<file path="config.mk">
export PLATFORM = sky130hd
export DESIGN_NAME = pc_return_stack
export DESIGN_NICKNAME = d
export VERILOG_FILES = /design/src/stack_ram.v /design/src/pc_return_stack.v
export VERILOG_INCLUDE_DIRS = /design/src
export SDC_FILE = /design/constraint.sdc
export NUM_CORES = 1
export LEC_CHECK = 0
export BUFFER_PORTS_ARGS = -buffer_cell sky130_fd_sc_hd__buf_2
export CORE_ASPECT_RATIO = 1.75
export CORE_MARGIN = 2
export CORE_UTILIZATION = 60
export CTS_CLUSTER_SIZE = 16
export DETAILED_ROUTE_END_ITERATION = 6
export GPL_TIMING_DRIVEN = 1
export PLACE_DENSITY_LB_ADDON = 0.25
export SLEW_MARGIN = 20
export SYNTH_ARGS = -nofsm -noshare
export SYNTH_HDL_FRONTEND = slang
export SYNTH_SLANG_ARGS = --single-unit
</file>
<file path="constraint.sdc">
create_clock -name mclk -period 9.8 [get_ports mclk]
set_clock_uncertainty 0.05 [all_clocks]
set_input_delay 0.98 -clock mclk [delete_from_list [all_inputs] [get_ports mclk]]
set_output_delay 0.98 -clock mclk [all_outputs]
set_load 0.005 [all_outputs]
</file>
<file path="src/pc_stack_regs.vh">
// Register offsets, fields, reset values and sizes of the program counter and return stack
// Notes on behaviour
// [RULE1] Counter is 21 bits over three bytes
// [RULE2] Low byte readable and writable by software
// [RULE3] High byte changes only via high latch
// [RULE4] Upper byte changes only via upper latch
// [RULE5] Low byte write loads latches into counter
// [RULE6] Low byte read copies counter into latches
// [RULE7] Counter bit zero always reads zero
// [RULE8] Sequential fetch advances counter by two
// [RULE9] Jumps load target, latches not used
// [RULE10] Up to 31 nested calls or interrupts
// [RULE11] Calls and interrupts push, returns pop
// [RULE12] Calls and returns leave latches alone
// [RULE13] 31 by 21 storage, 5-bit pointer
// [RULE14] Software reads/writes pointer and top entry
// [RULE15] Push: increment pointer, then store counter
// [RULE16] Pop: load counter, then decrement pointer
// [RULE17] Reset clears pointer; entry zero has no storage
// [RULE18] Overflow and underflow flags in power status
// [RULE19] Three top registers show addressed entry
// [RULE20] Software masks interrupts around stack access
// [RULE21] Top registers follow every pointer change
`ifndef PC_STACK_REGS_VH
`define PC_STACK_REGS_VH

`define PC_WIDTH          21
`define SP_WIDTH          5
`define STACK_DEPTH       31

`define REG_PC_LOW        4'h0
`define REG_PC_HIGH_LATCH 4'h1
`define REG_PC_UPPER_LATCH 4'h2
`define REG_STACK_PTR     4'h3
`define REG_TOS_LOW       4'h4
`define REG_TOS_HIGH      4'h5
`define REG_TOS_UPPER     4'h6
`define REG_POWER_STATUS  4'h7
`define REG_PC_FULL       4'h8

`define STAT_OVF_BIT      7
`define STAT_UNF_BIT      6

`define PC_RESET          21'h00_0000
`define SP_RESET          5'h00
`define STAT_RESET        8'h00

`endif

</file>
<file path="src/stack_ram.v">
// Return stack storage: 31 entries of 21 bits with registered read data
`timescale 1ns/1ps
module stack_ram #(
   parameter WIDTH = 21,
   parameter AW    = 5,
   parameter DEPTH = 31
) (
   // Clock
   input  wire             mclk,
   // Write port
   input  wire             wr_en,
   input  wire [AW-1:0]    wr_addr,
   input  wire [WIDTH-1:0] wr_data,
   // Read port
   input  wire [AW-1:0]    rd_addr,
   output reg  [WIDTH-1:0] rd_data
);
   reg [WIDTH-1:0] mem [1:DEPTH];

   // Address zero has no storage; writes there are dropped
   always @(posedge mclk) begin
      if (wr_en && wr_addr != {AW{1'b0}})
         mem[wr_addr] <= wr_data;
   end

   // Registered read, with write-through so a fresh entry shows at once
   always @(posedge mclk) begin
      if (rd_addr == {AW{1'b0}})
         rd_data <= {WIDTH{1'b0}};
      else if (wr_en && wr_addr == rd_addr)
         rd_data <= wr_data;
      else
         rd_data <= mem[rd_addr];
   end
endmodule // stack_ram

</file>
<file path="src/pc_return_stack.v">
// Program counter with latches and return address stack, Avalon-MM register slave
//
// Local design decisions: the placing of the registers and the Avalon-MM slave port.
`timescale 1ns/1ps
`include "pc_stack_regs.vh"
module pc_return_stack (
   // Clock and reset
   input  wire        mclk,
   input  wire        rst,
   // Avalon-MM slave
   input  wire [5:0]  avs_address,
   input  wire        avs_read,
   input  wire        avs_write,
   input  wire [31:0] avs_writedata,
   input  wire [3:0]  avs_byteenable,
   output reg  [31:0] avs_readdata,
   output wire        avs_waitrequest,
   // Core fetch, branch and interrupt controls
   input  wire        core_advance,
   input  wire        core_jump,
   input  wire [20:0] core_target,
   input  wire        core_call,
   input  wire        core_irq_ack,
   input  wire        core_return,
   // Core view
   output wire [20:0] pc,
   output wire [4:0]  stack_pointer,
   output wire        stack_overflow,
   output wire        stack_underflow
);
   // State of the counter, latches, pointer and status
   reg  [20:0] pc_reg;
   reg  [7:0]  pc_high_latch;
   reg  [7:0]  pc_upper_latch;
   reg  [4:0]  stack_pointer_reg;
   reg  [7:0]  power_control_status;
   reg  [20:0] tos_shadow;
   reg         tos_dirty;
   reg         ack;
   reg  [4:0]  tos_addr;

   // Next values of the registered state
   reg  [20:0] next_pc;
   reg  [7:0]  next_high_latch;
   reg  [7:0]  next_upper_latch;
   reg  [20:0] next_tos_shadow;
   reg         next_tos_dirty;
   reg  [4:0]  next_tos_addr;
   reg  [7:0]  next_status;
   reg  [31:0] next_readdata;

   // Bus phase: one wait cycle so read data come from flip-flops
   localparam ST_IDLE = 2'b01;
   localparam ST_DONE = 2'b10;
   reg  [1:0]  state;
   reg  [1:0]  next_state;

   wire        req     = avs_read | avs_write;
   wire [3:0]  idx     = avs_address[5:2];
   wire        wr_go   = avs_write & ack;
   wire        rd_go   = avs_read & ack;
   wire        be0     = avs_byteenable[0];

   // Word-align a byte address
   function [20:0] align;
      input [20:0] a;
      begin
         align = {a[20:1], 1'b0};
      end
   endfunction

   // Zero-extend a byte field onto the 32-bit read bus
   function [31:0] widen8;
      input [7:0] b;
      begin
         widen8 = {24'h00_0000, b};
      end
   endfunction

   // Zero-extend a five-bit field onto the 32-bit read bus
   function [31:0] widen5;
      input [4:0] b;
      begin
         widen5 = {27'h000_0000, b};
      end
   endfunction

   // Bus register hits; a write needs byte lane 0, a read needs nothing
   reg         w_pcl;
   reg         w_lath;
   reg         w_latu;
   reg         w_sp;
   reg         w_top_of_stack_low;
   reg         w_top_of_stack_high;
   reg         w_top_of_stack_upper;
   reg         w_stat;
   wire        r_pcl   = rd_go & (idx == `REG_PC_LOW); // RULE6

   // One strobe per index; unmapped indexes raise none
   always @* begin
      w_pcl  = 1'b0;
      w_lath = 1'b0;
      w_latu = 1'b0;
      w_sp   = 1'b0;
      w_top_of_stack_low = 1'b0;
      w_top_of_stack_high = 1'b0;
      w_top_of_stack_upper = 1'b0;
      w_stat = 1'b0;
      if (wr_go && be0) begin
         case (idx)
            `REG_PC_LOW:         w_pcl  = 1'b1; // RULE2
            `REG_PC_HIGH_LATCH:  w_lath = 1'b1; // RULE3
            `REG_PC_UPPER_LATCH: w_latu = 1'b1; // RULE4
            `REG_STACK_PTR:      w_sp   = 1'b1; // RULE14
            `REG_TOS_LOW:        w_top_of_stack_low = 1'b1;
            `REG_TOS_HIGH:       w_top_of_stack_high = 1'b1;
            `REG_TOS_UPPER:      w_top_of_stack_upper = 1'b1;
            `REG_POWER_STATUS:   w_stat = 1'b1;
            default:             w_pcl  = 1'b0;
         endcase
      end
   end

   // Stack events from the core
   wire        push_req = core_call | core_irq_ack; // RULE11
   wire        pop_req  = core_return & ~push_req; // RULE11
   wire        full     = (stack_pointer_reg == `STACK_DEPTH);
   wire        empty    = (stack_pointer_reg == `SP_RESET);
   wire        do_push  = push_req & ~full; // RULE10
   wire        do_pop   = pop_req & ~empty;

   // Storage interface
   wire [20:0] ram_q;
   reg  [4:0]  next_sp;
   wire [20:0] pc_next_seq = align(pc_reg + 21'h00_0002); // RULE8
   wire [20:0] push_value  = core_irq_ack ? pc_reg : pc_next_seq; // RULE15
   wire        tos_pending = tos_dirty & (tos_addr == stack_pointer_reg);
   wire [20:0] tos_value   = tos_pending ? tos_shadow : ram_q; // RULE19
   wire        tos_wr      = w_top_of_stack_low | w_top_of_stack_high | w_top_of_stack_upper;
   wire        flush       = tos_dirty & ~do_push; // A push owns the port first
   wire        ram_we      = do_push | flush;
   wire [4:0]  ram_waddr   = do_push ? next_sp : tos_addr;
   wire [20:0] ram_wdata   = do_push ? push_value : tos_shadow;

   // Pointer next value: push increments first, pop decrements after use
   always @* begin
      next_sp = stack_pointer_reg;
      if (w_sp)
         next_sp = avs_writedata[4:0]; // RULE14
      else if (do_push)
         next_sp = stack_pointer_reg + 5'h01; // RULE15
      else if (do_pop)
         next_sp = stack_pointer_reg - 5'h01; // RULE16
   end

   stack_ram #(
      .WIDTH (`PC_WIDTH),
      .AW    (`SP_WIDTH),
      .DEPTH (`STACK_DEPTH)
   ) u_stack ( // RULE13
      .mclk    (mclk),
      .wr_en   (ram_we),
      .wr_addr (ram_waddr),
      .wr_data (ram_wdata),
      .rd_addr (next_sp), // RULE21
      .rd_data (ram_q)
   );

   // Bus sequencing
   always @* begin
      case (state)
         ST_IDLE: begin
            if (req)
               next_state = ST_DONE; // Answer in the next cycle
            else
               next_state = ST_IDLE;
         end
         ST_DONE: begin
            next_state = ST_IDLE; // Gap so a held request is not served twice
         end
         default: next_state = ST_IDLE;
      endcase
   end

   always @(posedge mclk or posedge rst) begin
      if (rst) begin
         state <= ST_IDLE;
         ack   <= 1'b0;
      end else begin
         state <= next_state;
         ack   <= (state == ST_IDLE) & req;
      end
   end

   // Waitrequest drops in the cycle the request is served
   assign avs_waitrequest = req & ~ack;

   // Next counter: software low-byte write wins over core flow
   always @* begin
      next_pc = pc_reg;
      if (w_pcl)
         next_pc = {pc_upper_latch[4:0], pc_high_latch,
                    avs_writedata[7:1], 1'b0}; // RULE5 RULE7 RULE2
      else if (do_pop)
         next_pc = align(tos_value); // RULE16
      else if (core_jump)
         next_pc = align(core_target); // RULE9
      else if (core_advance)
         next_pc = pc_next_seq; // RULE8
   end

   // Counter register
   always @(posedge mclk or posedge rst) begin
      if (rst)
         pc_reg <= `PC_RESET; // RULE1
      else
         pc_reg <= next_pc;
   end

   // Next latches: only software writes and low-byte reads touch them
   always @* begin
      next_high_latch  = pc_high_latch;
      next_upper_latch = pc_upper_latch;
      if (r_pcl) begin
         next_high_latch  = pc_reg[15:8]; // RULE6
         next_upper_latch = {3'b000, pc_reg[20:16]}; // RULE6
      end else begin
         if (w_lath)
            next_high_latch = avs_writedata[7:0]; // RULE3
         if (w_latu)
            next_upper_latch = {3'b000, avs_writedata[4:0]}; // RULE4
      end
   end

   // Latch registers; calls and returns never reach them
   always @(posedge mclk or posedge rst) begin
      if (rst) begin
         pc_high_latch  <= 8'h00;
         pc_upper_latch <= 8'h00;
      end else begin
         pc_high_latch  <= next_high_latch; // RULE12
         pc_upper_latch <= next_upper_latch; // RULE12
      end
   end

   // Next shadow: a top-of-stack write merges bytes into the addressed entry
   always @* begin
      next_tos_shadow = tos_shadow;
      next_tos_dirty  = tos_dirty;
      next_tos_addr   = tos_addr;
      if (tos_wr && !empty) begin
         next_tos_shadow = tos_value;
         if (w_top_of_stack_low)
            next_tos_shadow[7:0] = {avs_writedata[7:1], 1'b0}; // RULE14
         if (w_top_of_stack_high)
            next_tos_shadow[15:8] = avs_writedata[7:0]; // RULE14
         if (w_top_of_stack_upper)
            next_tos_shadow[20:16] = avs_writedata[4:0]; // RULE14
         next_tos_dirty = 1'b1;
         next_tos_addr  = stack_pointer_reg;
      end else if (flush) begin
         next_tos_dirty = 1'b0; // RULE21
      end
   end

   // Pointer and shadow; the shadow keeps its address so a push cannot lose it
   always @(posedge mclk or posedge rst) begin
      if (rst) begin
         stack_pointer_reg <= `SP_RESET; // RULE17
         tos_shadow        <= 21'h00_0000;
         tos_dirty         <= 1'b0;
         tos_addr          <= `SP_RESET;
      end else begin
         stack_pointer_reg <= next_sp;
         tos_shadow        <= next_tos_shadow;
         tos_dirty         <= next_tos_dirty;
         tos_addr          <= next_tos_addr;
      end
   end

   // Next status: sticky flags, hardware set wins over a software clear
   always @* begin
      next_status = power_control_status;
      if (w_stat)
         next_status = avs_writedata[7:0] & power_control_status;
      if (push_req && full)
         next_status[`STAT_OVF_BIT] = 1'b1; // RULE18
      if (pop_req && empty)
         next_status[`STAT_UNF_BIT] = 1'b1; // RULE18
   end

   // Status register
   always @(posedge mclk or posedge rst) begin
      if (rst)
         power_control_status <= `STAT_RESET;
      else
         power_control_status <= next_status;
   end

   // Next read word, taken in the first cycle of a read; unmapped offsets read zero
   always @* begin
      next_readdata = avs_readdata;
      if ((state == ST_IDLE) && avs_read) begin
         case (idx)
            `REG_PC_LOW:         next_readdata = widen8(pc_reg[7:0]); // RULE2
            `REG_PC_HIGH_LATCH:  next_readdata = widen8(pc_high_latch);
            `REG_PC_UPPER_LATCH: next_readdata = widen8(pc_upper_latch);
            `REG_STACK_PTR:      next_readdata = widen5(stack_pointer_reg);
            `REG_TOS_LOW:        next_readdata = widen8(tos_value[7:0]); // RULE19
            `REG_TOS_HIGH:       next_readdata = widen8(tos_value[15:8]);
            `REG_TOS_UPPER:      next_readdata = widen5(tos_value[20:16]);
            `REG_POWER_STATUS:   next_readdata = widen8(power_control_status);
            `REG_PC_FULL:        next_readdata = {11'h000, pc_reg};
            default:             next_readdata = 32'h0000_0000;
         endcase
      end
   end

   // Read data register, so the bus sees flip-flop outputs only
   always @(posedge mclk or posedge rst) begin
      if (rst)
         avs_readdata <= 32'h0000_0000;
      else
         avs_readdata <= next_readdata;
   end

   // Core-facing outputs straight from registers
   assign pc              = pc_reg;
   assign stack_pointer   = stack_pointer_reg;
   assign stack_overflow  = power_control_status[`STAT_OVF_BIT];
   assign stack_underflow = power_control_status[`STAT_UNF_BIT];
endmodule // pc_return_stack

</file>
==> flow_summary.ini <==
[global_routing]
grt_pass1_vias = 23200
grt_max_degree = 211
gr-total-overflow = 0
grt_use_total_pct = 34.7
grt_pass1_wl_um = 145000
antenna_found_initial = 1

[cells_and_area]
final_common_cell = edfxtp_1
regArea_um2 = 22400
mostFrequentLayoutCells = edfxtp_1 (651), o21ai_0 (279), nand2_1 (229)
largest_reg_flops = 651
multi_input_area_um2 = 9820
largest-register = u_stack.mem
layout-area-overhead-vs-synth_pct = 10.4
antenna_cells = 0
drive_above_1_share_pct = 13.7
nNetsFinal = 2694
n_fill_cell = 3881

[clock_network]
path_clk_slew_ns = 0.06
clock_latency_ns = 0.61
cts_buffer_depth = 3
cts_root_buf = clkbuf_16
cts_hold_buf = 0
post_cts_resize_count = 0
cts_buffers = 68
clock_sinks = 768
post-cts-setup-buffers = 0
h-tree-depth = 3
tritoncts = built

[drt]
finalWirelength_um = 98900
wl_per_cell_um = 29.5
via_count = 23500
drt_pass1_iterations = 7
drc = 1
drtIter0Drc = 2763
vias_per_cell = 7.00
drt.antenna.violating_nets = 0

[critical_path]
endpoint_kind = register
crit_fanout = 165
r2r_cells = 13
r2r-start = stack_pointer[0]$_DFF_PP0_
r2r_end = u_stack.rd_data[18]$_SDFF_PN0_
critPathKind = reg2reg
arrival_ns = 6.42
crit_path_start_kind = register
reg2reg_slack_ns = 3.84
required_ns = 10.26

[die]
fp.dieW_um = 181
fp-row-count = 113
start_util_pct = 60.7
die-area_um2 = 56900
coreArea_um2 = 54300
die_h_um = 314
io_pins = 133

[placed_design]
dp_hpwl_um = 60800
gp_congestion = 0.969
port_buffers = 90

[sta]
rsz0062_at_grt = no
hold_viol = 0
period_minus_slack_ns = 5.96
tns_ns = 0
finalSetupViolCount = 0
fin_crit_sh_pct = 60.8
worst_slew_pin_slew_ns = 1.39
drv_slew = 0
timing.fmax_mhz = 168
slew_headroom_pct = 7.09

[synthesis]
synthCells = 2613
synth_top_area_share_pct = 59.3
synth_area_per_cell_um2 = 12.6
ys_seq_area_share_pct = 67.9
synthTopCellsByArea = edfxtp_1 (59%), dfrtp_1 (7.2%), o21ai_0 (4.5%)
yosys_warnings = 0
syn-cell-area_um2 = 33000
synth_edf_count = 651
yosys.area.top_type = edfxtp_1
synth_flop_cell = edfxtp_1
async_flop_share_pct = 12.5
synth-seq-cells = 768
synth_cell_types = 75

[worst_hold_path]
min_path_type = in2async

[power_and_ir_drop]
finalPower_mw = 12.2
ir_worst_vdd_uv = 485
leakage_nw = 12.2
power_density_nw_per_um2 = 337

[status]
violations = design-rule violations
status = finished with violations

[job]
maxCapViolCount = 0
[how the worst max path moves through the flow]
stage | startpoint | slack [ns] | to
floorplan | stack_pointer[0]$_DFF_PP0_ | 5.60 | u_stack.mem[12][0]$_DFFE_PP_
global placement | core_irq_ack | 3.94 | u_stack.rd_data[5]$_SDFF_PN0_
detailed placement | core_irq_ack | 3.87 | u_stack.rd_data[5]$_SDFF_PN0_
CTS | stack_pointer[0]$_DFF_PP0_ | 3.96 | u_stack.rd_data[5]$_SDFF_PN0_
global route | stack_pointer[0]$_DFF_PP0_ | 3.64 | u_stack.rd_data[8]$_SDFF_PN0_
finish | stack_pointer[0]$_DFF_PP0_ | 3.84 | u_stack.rd_data[18]$_SDFF_PN0_
[power by group]
| part | internal, mW | switching (mW) | leakage, nW |
|---|---|---|---|
| Clock | 1.47 | 1.18 | 1.06 |
| Sequential | 4.30 | 0.315 | 7.35 |
| Combinational | 1.47 | 3.51 | 3.79 |
[logic make-up after synthesis]
| group | count (synthesis) | synth area share [%] |
|---|---|---|
| mux | 64 | 2.26 |
| other cells | 1 | 0.0114 |
| compound gates | 833 | 16.2 |
| flops | 768 | 67.9 |
| buf+inv | 261 | 3.29 |
| xor+xnor | 50 | 1.33 |
| simple gates | 632 | 8.84 |
| fa+ha+maj | 4 | 0.152 |
[through the flow]
step	setup slack, ns	cells	hold slack [ns]	cell area, um^2	util [%]
final	3.84	3358	0.358	36400	67.0
after floorplan	5.60	2624	0.402	33000	-
after global routing	3.64	3358	0.390	36400	67.0
after global placement	3.94	3238	0.415	34200	62.9
after detailed placement	3.87	3238	0.421	34200	62.9
after CTS	3.96	3358	0.349	36400	67.0
[cells in the mapped netlist, types with 15 or more instances]
library cell	number
a21oi_1	112
a32o_1	18
nor2_1	105
a22oi_1	28
edfxtp_1	651
mux2i_1	53
o22a_1	15
o22ai_1	53
xnor2_1	33
dfxtp_1	21
nand2_1	230
a22o_1	19
o21ai_0	299
xor2_1	17
clkbuf_1	199
buf_2	17
dfrtp_1	95
a211oi_1	31
nand3_1	164
nor4_1	29
a31oi_1	92
a32oi_1	102
nor3_1	41
[per-layer routing]
| metal | global-route usage (%) | vias up | routed length, um |
|---|---|---|---|
| met5 | 0 | - | 0 |
| met4 | 31.1 | 0 | 10100 |
| met3 | 4.79 | 361 | 7480 |
| met2 | 58.1 | 1391 | 49000 |
| met1 | 38.9 | 11600 | 32300 |
| li1 | - | 10100 | - |
[worst max-delay path, cell delays in order, from the launching register on]
cell,delay (ns)
dfrtp_1,0.62
ha_1,0.27
and3_1,0.16
ha_1,0.17
o21bai_4,0.12
buf_4,0.57
o211ai_1,0.33
a31oi_4,0.28
buf_12,0.50
buf_4,0.94
a32oi_1,0.22
o22ai_1,0.77
nor4_1,0.23
a22o_1,0.26
[layout make-up]
| cell class | count | share of cell area [%] |
|---|---|---|
| Sequential cell | 768 | 61.5 |
| Timing Repair Buffer | 169 | 2.97 |
| Clock buffer | 80 | 5.00 |
| Inverter | 16 | 0.175 |
| Clock inverter | 40 | 1.00 |
| Multi-Input combinational cell | 1595 | 27.0 |
| Tap cell | 690 | 2.37 |
No activity file was read; power rests on OpenSTA's default activity.
